===== config.mk =====
export PLATFORM = sky130hd
export DESIGN_NAME = acr_cal_regs
export DESIGN_NICKNAME = d
export VERILOG_FILES = /design/src/rtl/acr_cal_regs.v /design/src/rtl/acr_vector_store.v
export VERILOG_INCLUDE_DIRS = /design/src /design/src/rtl
export SDC_FILE = /design/constraint.sdc
export NUM_CORES = 1
export LEC_CHECK = 0
export ABC_AREA = 1
export BUFFER_PORTS_ARGS = -buffer_cell sky130_fd_sc_hd__buf_2
export CAP_MARGIN = 20
export CORE_AREA = 4 4 151 190
export DETAILED_ROUTE_END_ITERATION = 8
export DIE_AREA = 0 0 155 194
export HOLD_SLACK_MARGIN = 0.03
export PLACE_DENSITY = 0.68
export SKIP_CTS_REPAIR_TIMING = 1
export SYNTH_ARGS = -nofsm -noshare
export SYNTH_HDL_FRONTEND = slang
export SYNTH_HIERARCHICAL = 1
export SYNTH_SLANG_ARGS = --single-unit

===== constraint.sdc =====
create_clock -name core_clk_in -period 4.5 [get_ports core_clk_in]
set_clock_uncertainty 0.2 [all_clocks]
set_input_delay 0.225 -clock core_clk_in [delete_from_list [all_inputs] [get_ports core_clk_in]]
set_output_delay 0.225 -clock core_clk_in [all_outputs]
set_load 0.005 [all_outputs]

===== src/rtl/acr_defines.vh =====
// register offsets, field positions, reset values and timing counts for acr
`ifndef ACR_DEFINES_VH
`define ACR_DEFINES_VH

// register offsets
`define ACR_ADDR_W 9
`define ACR_OFS_CAL_CFG0 9'h050
`define ACR_OFS_BACK_CTRL 9'h057
`define ACR_OFS_PAT_OVR 9'h058
`define ACR_OFS_VECTOR 9'h05a
`define ACR_OFS_STATUS 9'h05b
`define ACR_OFS_TIMING 9'h066

// reset values
`define ACR_RST_CAL_CFG0 8'h06
`define ACR_RST_BACK_CTRL 8'h10
`define ACR_RST_PAT_OVR 8'h00
`define ACR_RST_TIMING 8'h02
`define ACR_STATUS_RSVD 8'h08

// field positions
`define ACR_CFG0_FG_TRIGGER 3
`define ACR_CFG0_SCAN_EN 4
`define ACR_BACK_MODE_SELECT 0
`define ACR_BACK_CONTINUE 1
`define ACR_PAT_OVERRANGE 1
`define ACR_PAT_TEST_PATTERN 2
`define ACR_STAT_FIRST_DONE 0
`define ACR_STAT_STOPPED 1
`define ACR_TIMING_AUTO 0

// calibration store and sequencer timing
`define ACR_VEC_COUNT 16
`define ACR_VEC_IDX_W 4
`define ACR_VEC_LAST 4'hf
`define ACR_STEP_CYCLES 8'h04
`define ACR_TIMING_CYCLES 8'h20

`endif


===== src/rtl/acr_cal_regs.v =====
// calibration control and status registers with the calibration sequencer
//
// Function
// - while background calibration runs, only the continue bit and the pattern register accept writes.
// - continue bit 1 starts background calibration, 0 pauses or stops it.
// - background control bit 0 selects background calibration mode.
// - clearing the mode bit may abandon calibration in an incomplete state.
// - pattern register bit 2 enables test pattern, bit 1 over-range; reset 0.
// - with scan enabled, each vector port read returns the next stored value.
// - with scan enabled, each vector port write loads the next stored value.
// - calibration runs on after continue clears; software polls stopped status.
// - status bit 1 reads 0 while calibrating, 1 when finished or stopped.
// - status bit 0 reports first calibration sequence done.
// - timing register bit 0 enables automatic timing optimisation.
// - with automatic timing on, foreground trigger also runs timing calibration.
// - foreground trigger starts foreground calibration, resets sequencer, self-clears.
// - configuration 0 bit 4 is the scan enable for the vector port.
`timescale 1ns/1ps
`default_nettype none
`include "acr_defines.vh"

module acr_cal_regs (
   // clock and reset
   input wire core_clk_in,
   input wire reset_in,
   // register access port from the serial interface
   input wire reg_wr_in,
   input wire reg_rd_in,
   input wire [`ACR_ADDR_W-1:0] reg_addr_in,
   input wire [7:0] reg_wdata_in,
   output reg [7:0] reg_rdata_out,
   output reg reg_rvalid_out,
   // converter controls
   output reg test_pattern_enable_out,
   output reg overrange_enable_out,
   // calibration status
   output reg cal_running_out,
   output reg first_cal_done_out
);

   localparam [2:0] ST_IDLE = 3'h0;
   localparam [2:0] ST_FG = 3'h1;
   localparam [2:0] ST_TIMING = 3'h2;
   localparam [2:0] ST_BG = 3'h3;

   // register state
   reg [7:0] cfg0_q;
   reg fg_trigger_q;
   reg [7:0] back_ctrl_q;
   reg [7:0] timing_q;
   reg [`ACR_VEC_IDX_W-1:0] scan_ptr_q;
   reg scan_en_prev_q;

   // sequencer state
   reg [2:0] state_q;
   reg [2:0] state_d;
   reg [`ACR_VEC_IDX_W-1:0] step_idx_q;
   reg [`ACR_VEC_IDX_W-1:0] step_idx_d;
   reg [7:0] tick_q;
   reg [7:0] tick_d;
   reg trim_d;
   reg done_d;

   wire [7:0] vec_rd_data;
   wire scan_en;
   wire bck_mode;
   wire cont;
   wire bg_busy;
   wire wr_cfg0;
   wire wr_back;
   wire wr_pat;
   wire wr_vec;
   wire wr_timing;
   wire rd_vec;
   wire vec_load;
   wire step_end;
   wire [7:0] pat_rst;

   assign scan_en = cfg0_q[`ACR_CFG0_SCAN_EN];
   assign bck_mode = back_ctrl_q[`ACR_BACK_MODE_SELECT];
   assign cont = back_ctrl_q[`ACR_BACK_CONTINUE];
   // background pass in progress, including the drain of the current step
   assign bg_busy = (state_q == ST_BG);

   assign wr_cfg0 = reg_wr_in && (reg_addr_in == `ACR_OFS_CAL_CFG0);
   assign wr_back = reg_wr_in && (reg_addr_in == `ACR_OFS_BACK_CTRL);
   assign wr_pat = reg_wr_in && (reg_addr_in == `ACR_OFS_PAT_OVR);
   assign wr_vec = reg_wr_in && (reg_addr_in == `ACR_OFS_VECTOR);
   assign wr_timing = reg_wr_in && (reg_addr_in == `ACR_OFS_TIMING);
   assign rd_vec = reg_rd_in && (reg_addr_in == `ACR_OFS_VECTOR);

   // scan writes go nowhere while background calibration owns the store
   assign vec_load = wr_vec && scan_en && !bg_busy;

   assign step_end = (tick_q == (`ACR_STEP_CYCLES - 8'h01));
   // reset levels come from the shared header rather than being repeated here
   assign pat_rst = `ACR_RST_PAT_OVR;

   // configuration 0: trigger bit is a one-cycle pulse, never stored
   always @(posedge core_clk_in) begin
      if (reset_in) begin
         cfg0_q <= `ACR_RST_CAL_CFG0;
         fg_trigger_q <= 1'b0;
      end else begin
         fg_trigger_q <= 1'b0;
         if (wr_cfg0 && !bg_busy) begin
            cfg0_q <= reg_wdata_in & ~(8'h01 << `ACR_CFG0_FG_TRIGGER);
            fg_trigger_q <= reg_wdata_in[`ACR_CFG0_FG_TRIGGER];
         end
      end
   end

   // background control: only the continue bit moves while a pass runs
   always @(posedge core_clk_in) begin
      if (reset_in) begin
         back_ctrl_q <= `ACR_RST_BACK_CTRL;
      end else if (wr_back) begin
         if (bg_busy) begin
            back_ctrl_q[`ACR_BACK_CONTINUE] <= reg_wdata_in[`ACR_BACK_CONTINUE];
         end else begin
            back_ctrl_q <= reg_wdata_in;
         end
      end
   end

   // pattern and over-range enables are not calibration state, so never locked
   always @(posedge core_clk_in) begin
      if (reset_in) begin
         test_pattern_enable_out <= pat_rst[`ACR_PAT_TEST_PATTERN];
         overrange_enable_out <= pat_rst[`ACR_PAT_OVERRANGE];
      end else if (wr_pat) begin
         test_pattern_enable_out <= reg_wdata_in[`ACR_PAT_TEST_PATTERN];
         overrange_enable_out <= reg_wdata_in[`ACR_PAT_OVERRANGE];
      end
   end

   // timing calibration register
   always @(posedge core_clk_in) begin
      if (reset_in) begin
         timing_q <= `ACR_RST_TIMING;
      end else if (wr_timing && !bg_busy) begin
         timing_q <= reg_wdata_in;
      end
   end

   // scan pointer walks the store on every port read and accepted port write while scan is enabled
   always @(posedge core_clk_in) begin
      if (reset_in) begin
         scan_ptr_q <= {`ACR_VEC_IDX_W{1'b0}};
         scan_en_prev_q <= 1'b0;
      end else begin
         scan_en_prev_q <= scan_en;
         if (scan_en && !scan_en_prev_q) begin
            scan_ptr_q <= {`ACR_VEC_IDX_W{1'b0}};
         end else if (scan_en && (rd_vec || vec_load)) begin
            scan_ptr_q <= scan_ptr_q + 1'b1;
         end
      end
   end

   // sequencer next state
   always @* begin
      state_d = state_q;
      step_idx_d = step_idx_q;
      tick_d = tick_q + 8'h01;
      trim_d = 1'b0;
      done_d = 1'b0;
      case (state_q)
         ST_IDLE: begin
            tick_d = 8'h00;
            step_idx_d = {`ACR_VEC_IDX_W{1'b0}};
            if (bck_mode && cont) begin
               state_d = ST_BG;
            end
         end
         ST_FG: begin
            if (step_end) begin
               tick_d = 8'h00;
               trim_d = 1'b1;
               step_idx_d = step_idx_q + 1'b1;
               if (step_idx_q == `ACR_VEC_LAST) begin
                  if (timing_q[`ACR_TIMING_AUTO]) begin
                     state_d = ST_TIMING;
                  end else begin
                     state_d = ST_IDLE;
                     done_d = 1'b1;
                  end
               end
            end
         end
         ST_TIMING: begin
            if (tick_q == (`ACR_TIMING_CYCLES - 8'h01)) begin
               tick_d = 8'h00;
               state_d = ST_IDLE;
               done_d = 1'b1;
            end
         end
         ST_BG: begin
            if (!bck_mode) begin
               // abandon mid-step, trims of this pass stay partial
               state_d = ST_IDLE;
            end else if (step_end) begin
               tick_d = 8'h00;
               trim_d = 1'b1;
               step_idx_d = step_idx_q + 1'b1;
               done_d = (step_idx_q == `ACR_VEC_LAST);
               // the step in flight always completes, hence the stop lag
               if (!cont) begin
                  state_d = ST_IDLE;
               end
            end
         end
         default: begin
            state_d = ST_IDLE;
            tick_d = 8'h00;
         end
      endcase
      if (fg_trigger_q) begin
         state_d = ST_FG;
         step_idx_d = {`ACR_VEC_IDX_W{1'b0}};
         tick_d = 8'h00;
         trim_d = 1'b0;
         done_d = 1'b0;
      end
   end

   // sequencer flops, status kept registered so outputs come from flops
   always @(posedge core_clk_in) begin
      if (reset_in) begin
         state_q <= ST_IDLE;
         step_idx_q <= {`ACR_VEC_IDX_W{1'b0}};
         tick_q <= 8'h00;
         cal_running_out <= 1'b0;
         first_cal_done_out <= 1'b0;
      end else begin
         state_q <= state_d;
         step_idx_q <= step_idx_d;
         tick_q <= tick_d;
         cal_running_out <= (state_d != ST_IDLE);
         if (done_d) begin
            first_cal_done_out <= 1'b1;
         end
      end
   end

   acr_vector_store u_store (
      .core_clk_in(core_clk_in),
      .reset_in(reset_in),
      .host_wr_in(vec_load),
      .host_idx_in(scan_ptr_q),
      .host_data_in(reg_wdata_in),
      .trim_in(trim_d),
      .trim_idx_in(step_idx_q),
      .rd_idx_in(scan_ptr_q),
      .rd_data_out(vec_rd_data)
   );

   // read data, one cycle after the strobe; unmapped offsets read zero
   always @(posedge core_clk_in) begin
      if (reset_in) begin
         reg_rdata_out <= 8'h00;
         reg_rvalid_out <= 1'b0;
      end else begin
         reg_rvalid_out <= reg_rd_in;
         if (reg_rd_in) begin
            case (reg_addr_in)
               `ACR_OFS_CAL_CFG0: begin
                  reg_rdata_out <= cfg0_q;
               end
               `ACR_OFS_BACK_CTRL: begin
                  reg_rdata_out <= back_ctrl_q;
               end
               `ACR_OFS_PAT_OVR: begin
                  reg_rdata_out <= {5'h00, test_pattern_enable_out, overrange_enable_out, 1'b0};
               end
               `ACR_OFS_VECTOR: begin
                  reg_rdata_out <= scan_en ? vec_rd_data : 8'h00;
               end
               `ACR_OFS_STATUS: begin
                  reg_rdata_out <= `ACR_STATUS_RSVD
                     | ({7'h00, !cal_running_out} << `ACR_STAT_STOPPED)
                     | ({7'h00, first_cal_done_out} << `ACR_STAT_FIRST_DONE);
               end
               `ACR_OFS_TIMING: begin
                  reg_rdata_out <= timing_q;
               end
               default: begin
                  reg_rdata_out <= 8'h00;
               end
            endcase
         end
      end
   end

endmodule

`default_nettype wire


===== src/rtl/acr_vector_store.v =====
// calibration value store: one byte per entry, host load has priority over trim update
`timescale 1ns/1ps
`default_nettype none
`include "acr_defines.vh"

module acr_vector_store (
   // clock and reset
   input wire core_clk_in,
   input wire reset_in,
   // host load port
   input wire host_wr_in,
   input wire [`ACR_VEC_IDX_W-1:0] host_idx_in,
   input wire [7:0] host_data_in,
   // sequencer trim port
   input wire trim_in,
   input wire [`ACR_VEC_IDX_W-1:0] trim_idx_in,
   // read port
   input wire [`ACR_VEC_IDX_W-1:0] rd_idx_in,
   output wire [7:0] rd_data_out
);

   wire [7:0] entry_w [0:`ACR_VEC_COUNT-1];

   genvar g;
   generate
      for (g = 0; g < `ACR_VEC_COUNT; g = g + 1) begin : g_entry
         localparam [31:0] ENTRY = g;
         reg [7:0] value_q;
         always @(posedge core_clk_in) begin
            if (reset_in) begin
               value_q <= 8'h00;
            end else if (host_wr_in && (host_idx_in == ENTRY[`ACR_VEC_IDX_W-1:0])) begin
               value_q <= host_data_in;
            end else if (trim_in && (trim_idx_in == ENTRY[`ACR_VEC_IDX_W-1:0])) begin
               value_q <= value_q + 8'h01;
            end
         end
         assign entry_w[g] = value_q;
      end
   endgenerate

   assign rd_data_out = entry_w[rd_idx_in];

endmodule

`default_nettype wire


==> results of run 1 <==
## logic make-up after synthesis
kind of cell               Yosys count
other                                1
DFF                                185
AOI/OAI and AO/OA                  290
buffers and inverters              325
adders and majority gates           19
and+or+nand+nor                   1342
xor gates and xnor gates            15
## metal layers
layer | GRT usage (%) | vias up
met1 | 32.0 | 6320
met3 | 3.84 | 95
met5 | 0 | -
met4 | 13.0 | 0
li1 | - | 6947
met2 | 45.3 | 445
## layout by cell type (no fill, tap or decap), types with 2 or more instances in the layout
master and n:
nand2_1 671, nand3_1 300, nor2_1 290, inv_1 240, dfxtp_1 183, o21ai_0 117, a21oi_1 117, o211ai_1 38
buf_2 32, ha_1 19, nor2_2 18, clkbuf_16 18, nand4_1 15, xor2_1 14, inv_2 10, buf_4 9
nand3_2 9, nor2_4 8, nand3b_1 8, o21bai_1 7, nand2_4 6, o21ai_1 5, inv_6 5, nand2_2 4
dlygate4sd3_1 4, nor2_8 3, nor3_1 3, clkinv_2 3, or2_2 3, nand3_4 2, o22ai_1 2, clkinv_4 2
clkinvlp_4 2
## power by group
part / internal (µW) / switching (µW) / leakage, µW / total, µW
registers: 1640 / 2.73 / 0.00149 / 1640
logic: 23.3 / 109 / 0.00386 / 132
clock network: 757 / 697 / 0.000268 / 1450
total: 2420 / 808 / 0.00562 / 3230
## registers in the layout, summed over array words and instances, names as in the netlist, 3 cells and up
name	count
back_ctrl_q	8
cfg0_q	7
reg_rdata_out	8
scan_ptr_q	4
state_q	3
step_idx_q	4
tick_q	8
timing_q	8
u_store/g_entry.value_q	128
## worst max-delay path, stage by stage, from the launching register on
cell     delay [ns]
dfxtp_1        0.38
ha_1           0.21
inv_1          0.05
nor2_1         0.09
nand3_1        0.17
inv_1          0.09
nand3_1        0.15
nor2_1         0.16
buf_4          0.24
nand2_1        0.08
nor2_1         0.36
nand2_1        0.19
nor2_1         0.27
nand3_1        0.11
a21oi_1        0.17
## metrics by stage
step | utilization (%) | instance area, µm² | hold WS [ns] | power [µW] | worst slack, ns
final | 51.2 | 13700 | 0.0574 | 3230 | 1.51
after global routing | 51.2 | 13700 | 0.127 | 3330 | 1.15
after CTS | 51.0 | 13600 | -0.134 | 3260 | 1.53
after detailed placement | 49.0 | 13100 | 0.251 | 1810 | 1.57
after global placement | 49.0 | 13100 | 0.245 | 1810 | 1.64
after floorplan | - | 12700 | 0.102 | 1750 | 2.16
## area by class of cell
type | instances | area (µm²)
fillers | 2823 | 13100
multi-input cells | 1667 | 7750
inverters | 253 | 953
clock buffers | 19 | 464
clock inverters | 11 | 86.3
well taps | 345 | 432
repair buffers | 46 | 288
flip-flops and latches | 185 | 3710
## how the worst max path moves through the flow
stage	to	startpoint
floorplan	u_store/g_entry[14].value_q[4]$_SDFFE_PP0P_	tick_q[0]$_SDFF_PP0_
finish	u_store/g_entry[15].value_q[7]$_SDFFE_PP0P_	tick_q[0]$_SDFF_PP0_
global route	u_store/g_entry[15].value_q[1]$_SDFFE_PP0P_	tick_q[0]$_SDFF_PP0_
global placement	u_store/g_entry[13].value_q[2]$_SDFFE_PP0P_	tick_q[0]$_SDFF_PP0_
CTS	u_store/g_entry[15].value_q[7]$_SDFFE_PP0P_	tick_q[0]$_SDFF_PP0_
detailed placement	u_store/g_entry[15].value_q[7]$_SDFFE_PP0P_	tick_q[0]$_SDFF_PP0_
==> metrics, run 1 <==
status=complete, no violations; number of global-route vias before repair=12600; remaining antenna violation count after routing=0; die footprint=roughly 0.03 mm²; placed wire-length estimate=roughly 28000 µm; CTS tree=yes; Yosys warnings=6; hold crit path type=in2reg; Compound-Gate Fraction of Synth Area=between 10% and 20%; post-synthesis async set-or-reset flop share=0%; I/O pin total=34; Startpoint Class=flip-flop; Synth Area in Adders=1.86%; slew margin rel.=about a third; row cnt=67; GPL Wtd Cong=approximately 0.94; GRT Util Overall=between 20% and 30%; Slew @ Worst Pin=0.979 ns; vias per cell=roughly 5.5; clk_lat worst skew=0.45 ns; reg2reg start=tick_q[0]$_SDFF_PP0_; Leakage=roughly 0.0056 µW; Max-Cap Viols=0; ANT cells=0; Finish-stage setup viols=0; Clock Root Buffer=clkbuf_16; clk sink count=between 150 and 200; Clock Path Buffers=2; initial DRC count=roughly 1200; final wirelength=40300 µm; Final TNS setup=0 ns; Yosys top cell by area=dfxtp_1; wire length on met2=about 20000 µm; Final Slew Violations=0; Final Cycle Share=roughly 66%; WL/cell=16.0 µm; Worst setup EP type=flip-flop; register area share after synthesis=between 20% and 30%; clk slew on worst S/H paths=approximately 0.07 ns; fin crit period=about 3.0 ns; Mapped Area=0.0127 mm²; met3 wire len=~2300 µm; hold path endpoint=test_pattern_enable_out$_SDFFE_PP0P_; Max rail drop VDD=between 0.00015 and 0.0002 V; WP data required=roughly 4.7 ns; Num CTS Buffers=17; Die X=between 150 and 200 µm; Buffers on Ports=33; reg2reg end=u_store/g_entry[15].value_q[7]$_SDFFE_PP0P_; fmax=around 330 MHz; largest family of logic cells by synthesized area=simple AND/OR/NAND/NOR gates; Hold Crit Start=reg_addr_in[7]; EDFF count, synth=0; Cell variety after synth=between 40 and 50; crit path max fanout=18; synth top area cells=dfxtp_1, nand2_1, nand3_1, nor2_1, inv_1; dpl cells=between 2000 and 2500; final non-filler cell total=approximately 2500; H-tree depth=4; worst hold stages=6; Core Area=between 0.02 and 0.03 mm²; Starting Density=47.7%; Synth Area in XOR/XNOR=1.03%; largest net degree at the start of global routing=between 70 and 80; Mapped Nets=2217; First-pass DRT Iterations=6; M1 wire length=around 17000 µm; grt ovf=0; Synth Register Bits=185; final hold vios=0; Die Ht=slightly below 200 µm; most frequent cell after synthesis=nand2_1; Post-Syn Instances=approximately 2200; vias post-DR=between 10000 and 15000; Synth Area in Simple Gates=between 40% and 50%; kind of critical path=reg2reg; R2R depth=14; Layout area overhead=7.34%; Top Metal Used=met4; top cell type's share of synthesized area=between 20% and 30%; Pwr per Cell Area=about 240 mW/mm²; layout cells sized above 1=under 10%; Layout Nets=2210; Syn Area/Cell=just under 6 µm²; RSZ-0062 raised after global routing=false; top cells by count, synth=nand2_1, nand3_1, nor2_1; Residual DRC=0; ys flop type=dfxtp_1; initial antenna violation count=0; mux contribution to synthesized area=0%; global-route wire length before repair=around 64000 µm; reg2reg setup slack=approximately 1.5 ns; crit path DAT=3.15 ns
No activity file was read; power rests on OpenSTA's default activity.
==> run 2, diff against run 1 <==
==> constraint.sdc (replaced) <==
create_clock -name core_clk_in -period 3 [get_ports core_clk_in]
set_clock_uncertainty 0.2 [all_clocks]
set_input_delay 0.15 -clock core_clk_in [delete_from_list [all_inputs] [get_ports core_clk_in]]
set_output_delay 0.15 -clock core_clk_in [all_outputs]
set_load 0.005 [all_outputs]
==> metrics, run 2 (synthesis results as in run 1) <==
largest net degree at the start of global routing=54 (was 74); initial antenna violation count=0 (unchanged); Clock Root Buffer=clkbuf_16 (unchanged); crit path DAT=2.86 ns (was 3.15 ns); Net Switching=1300 µW (was 808 µW); worst path cell trace=ha_1, inv_1, nor2_1, nand3_1, inv_1, nand3_2, nor2_4, buf_6, inv_1, nor2_1, nand2_1, nor2_1, nand3_1, a21oi_1 (was ha_1, inv_1, nor2_1, nand3_1, inv_1, nand3_1, nor2_1, buf_4, nand2_1, nor2_1, nand2_1, nor2_1, nand3_1, a21oi_1); Layout area overhead=9.15% (was 7.34%); initial DRC count=1418 (was 1206); H-tree depth=4 (unchanged); I/O pin total=34 (unchanged); Int Pwr=3730 µW (was 2420 µW); Post-DP Area=0.0132 mm² (was 0.0131 mm²); Clock power frac=47.1% (was 45.1%); clk_lat worst skew=0.46 ns (was 0.45 ns); Final TNS setup=0 ns (unchanged); clk sink count=185 (unchanged); Starting Density=47.7% (unchanged); M1 wire length=16600 µm (was 16900 µm); CTS tree=yes (unchanged); crit-path max cell delay=0.37 ns (was 0.38 ns); Tot Pwr=5030 µW (was 3230 µW); met3 wire len=2440 µm (was 2330 µm); Final Slew Violations=0 (unchanged); Layout Nets=2226 (was 2210); status=finished, violations left (was complete, no violations); worst hold slack=-0.0203 ns (was 0.0574 ns); vias per cell=5.48 (was 5.47); WP data required=3.18 ns (was 4.66 ns); GPL Wtd Cong=0.988 (was 0.942); most common cell after layout, fill and taps aside=nand2_1 (unchanged); crit path max fanout=17 (was 18); dpl cells=2508 (was 2492); remaining antenna violation count after routing=0 (unchanged); First-pass DRT Iterations=5 (was 6); Slew @ Worst Pin=0.794 ns (was 0.979 ns); final non-filler cell total=2544 (was 2526); row cnt=67 (unchanged); Core Area=0.0267 mm² (unchanged); kind of critical path=reg2reg (unchanged); reg2reg setup slack=0.32 ns (was 1.51 ns); Die X=155 µm (unchanged); number of global-route vias before repair=12800 (was 12600); WL/cell=15.9 µm (was 16.0 µm); Largest register FFs=128 (unchanged); Finish-stage setup viols=0 (unchanged); switching share of power=25.9% (was 25.0%); Num CTS Buffers=17 (unchanged); Flop pwr share=48.9% (was 50.8%); CP max stage cell=dfxtp_1 (unchanged); Top Metal Used=met4 (unchanged); hold crit path type=in2reg (unchanged); register with the most flip-flops=u_store/g_entry.value_q (unchanged); global-route wire length before repair=64700 µm (was 64400 µm); Worst setup EP type=flip-flop (unchanged); RSZ-0062 raised after global routing=false (unchanged); Leakage=0.00575 µW (was 0.00562 µW); GRT Util Overall=26.4% (about the same); violated checks=negative hold slack; wire length on met2=19500 µm (was 19400 µm); vias post-DR=13900 (was 13800); ANT cells=0 (unchanged); fin crit period=2.68 ns (was 2.99 ns); combinational share of power=4.0% (was 4.1%); Buffers on Ports=33 (unchanged); Final Cycle Share=89.4% (was 66.5%); placed wire-length estimate=28800 µm (was 28200 µm); die footprint=0.0301 mm² (unchanged); layout cells sized above 1=7.55% (was 6.51%); clk slew on worst S/H paths=0.08 ns (was 0.07 ns); slew margin rel.=47.1% (was 34.7%); fin area=0.0139 mm² (was 0.0137 mm²); CP delay by family, top=simple AND/OR/NAND/NOR gates (unchanged); Max rail drop VDD=0.000383 V (was 0.000179 V); fmax=373 MHz (was 334 MHz); grt ovf=0 (unchanged); Clock Path Buffers=2 (unchanged); Residual DRC=0 (unchanged); final hold vios=1 (was 0); Pwr per Cell Area=362 mW/mm² (was 236 mW/mm²); final wirelength=40600 µm (was 40300 µm); commonest non-fill, non-tap cells in the layout=nand2_1, nand3_1, nor2_1, inv_1, dfxtp_1 (unchanged); Die Ht=194 µm (unchanged); Startpoint Class=flip-flop (unchanged); Buffers & Inverters on Critical Path=4 (was 3); Final Util=52.0% (was 51.2%); Max-Cap Viols=0 (unchanged)
-- run 2: power by group through the flow --
stage / clock network [µW] / registers, µW / logic [µW]
2_1_floorplan: 0 / 2520 / 101
3_3_place_gp: 0 / 2520 / 196
3_5_place_dp: 0 / 2520 / 197
4_1_cts: 2400 / 2460 / 198
5_1_grt: 2490 / 2460 / 217
6_report: 2370 / 2460 / 203
-- run 2: layout make-up --
cell class              count  area (µm²)
fillers                  2774       12800
multi-input cells        1667        7780
flip-flops and latches    185        3710
inverters                 253         953
clock buffers              19         453
repair buffers             62         437
well taps                 345         432
clock inverters            13         154
-- run 2: path summary, 6_finish.rpt --
check                            from                                     endpoint  depth (start not counted)
max              tick_q[0]$_SDFF_PP0_  u_store/g_entry[11].value_q[7]$_SDFFE_PP0P_                         14
min                    reg_addr_in[7]            overrange_enable_out$_SDFFE_PP0P_                          6
max reg2reg      tick_q[0]$_SDFF_PP0_  u_store/g_entry[11].value_q[7]$_SDFFE_PP0P_                         14
min reg2reg  timing_q[2]$_SDFFE_PP0P_                     timing_q[2]$_SDFFE_PP0P_                          2
-- run 2: per-stage QoR --
stage	worst slack (ns)	hold WS, ns
6_report	0.319	-0.0203
5_1_grt	0.00581	0.0443
4_1_cts	0.145	-0.211
3_5_place_dp	0.170	0.245
3_3_place_gp	0.213	0.237
2_1_floorplan	0.662	0.0268
-- run 2: worst min-delay path, stage by stage --
cell	delay, ns
buf_2	0.09
nor2_1	0.04
nand2_1	0.07
nor2_1	0.09
nand3_1	0.07
a21oi_1	0.06
-- run 2: per-layer routing --
metal,GRT usage (%),vias up
li1,-,6992
met1,31.7,6366
met2,45.4,460
met3,3.97,122
met4,13.6,0
met5,0,-
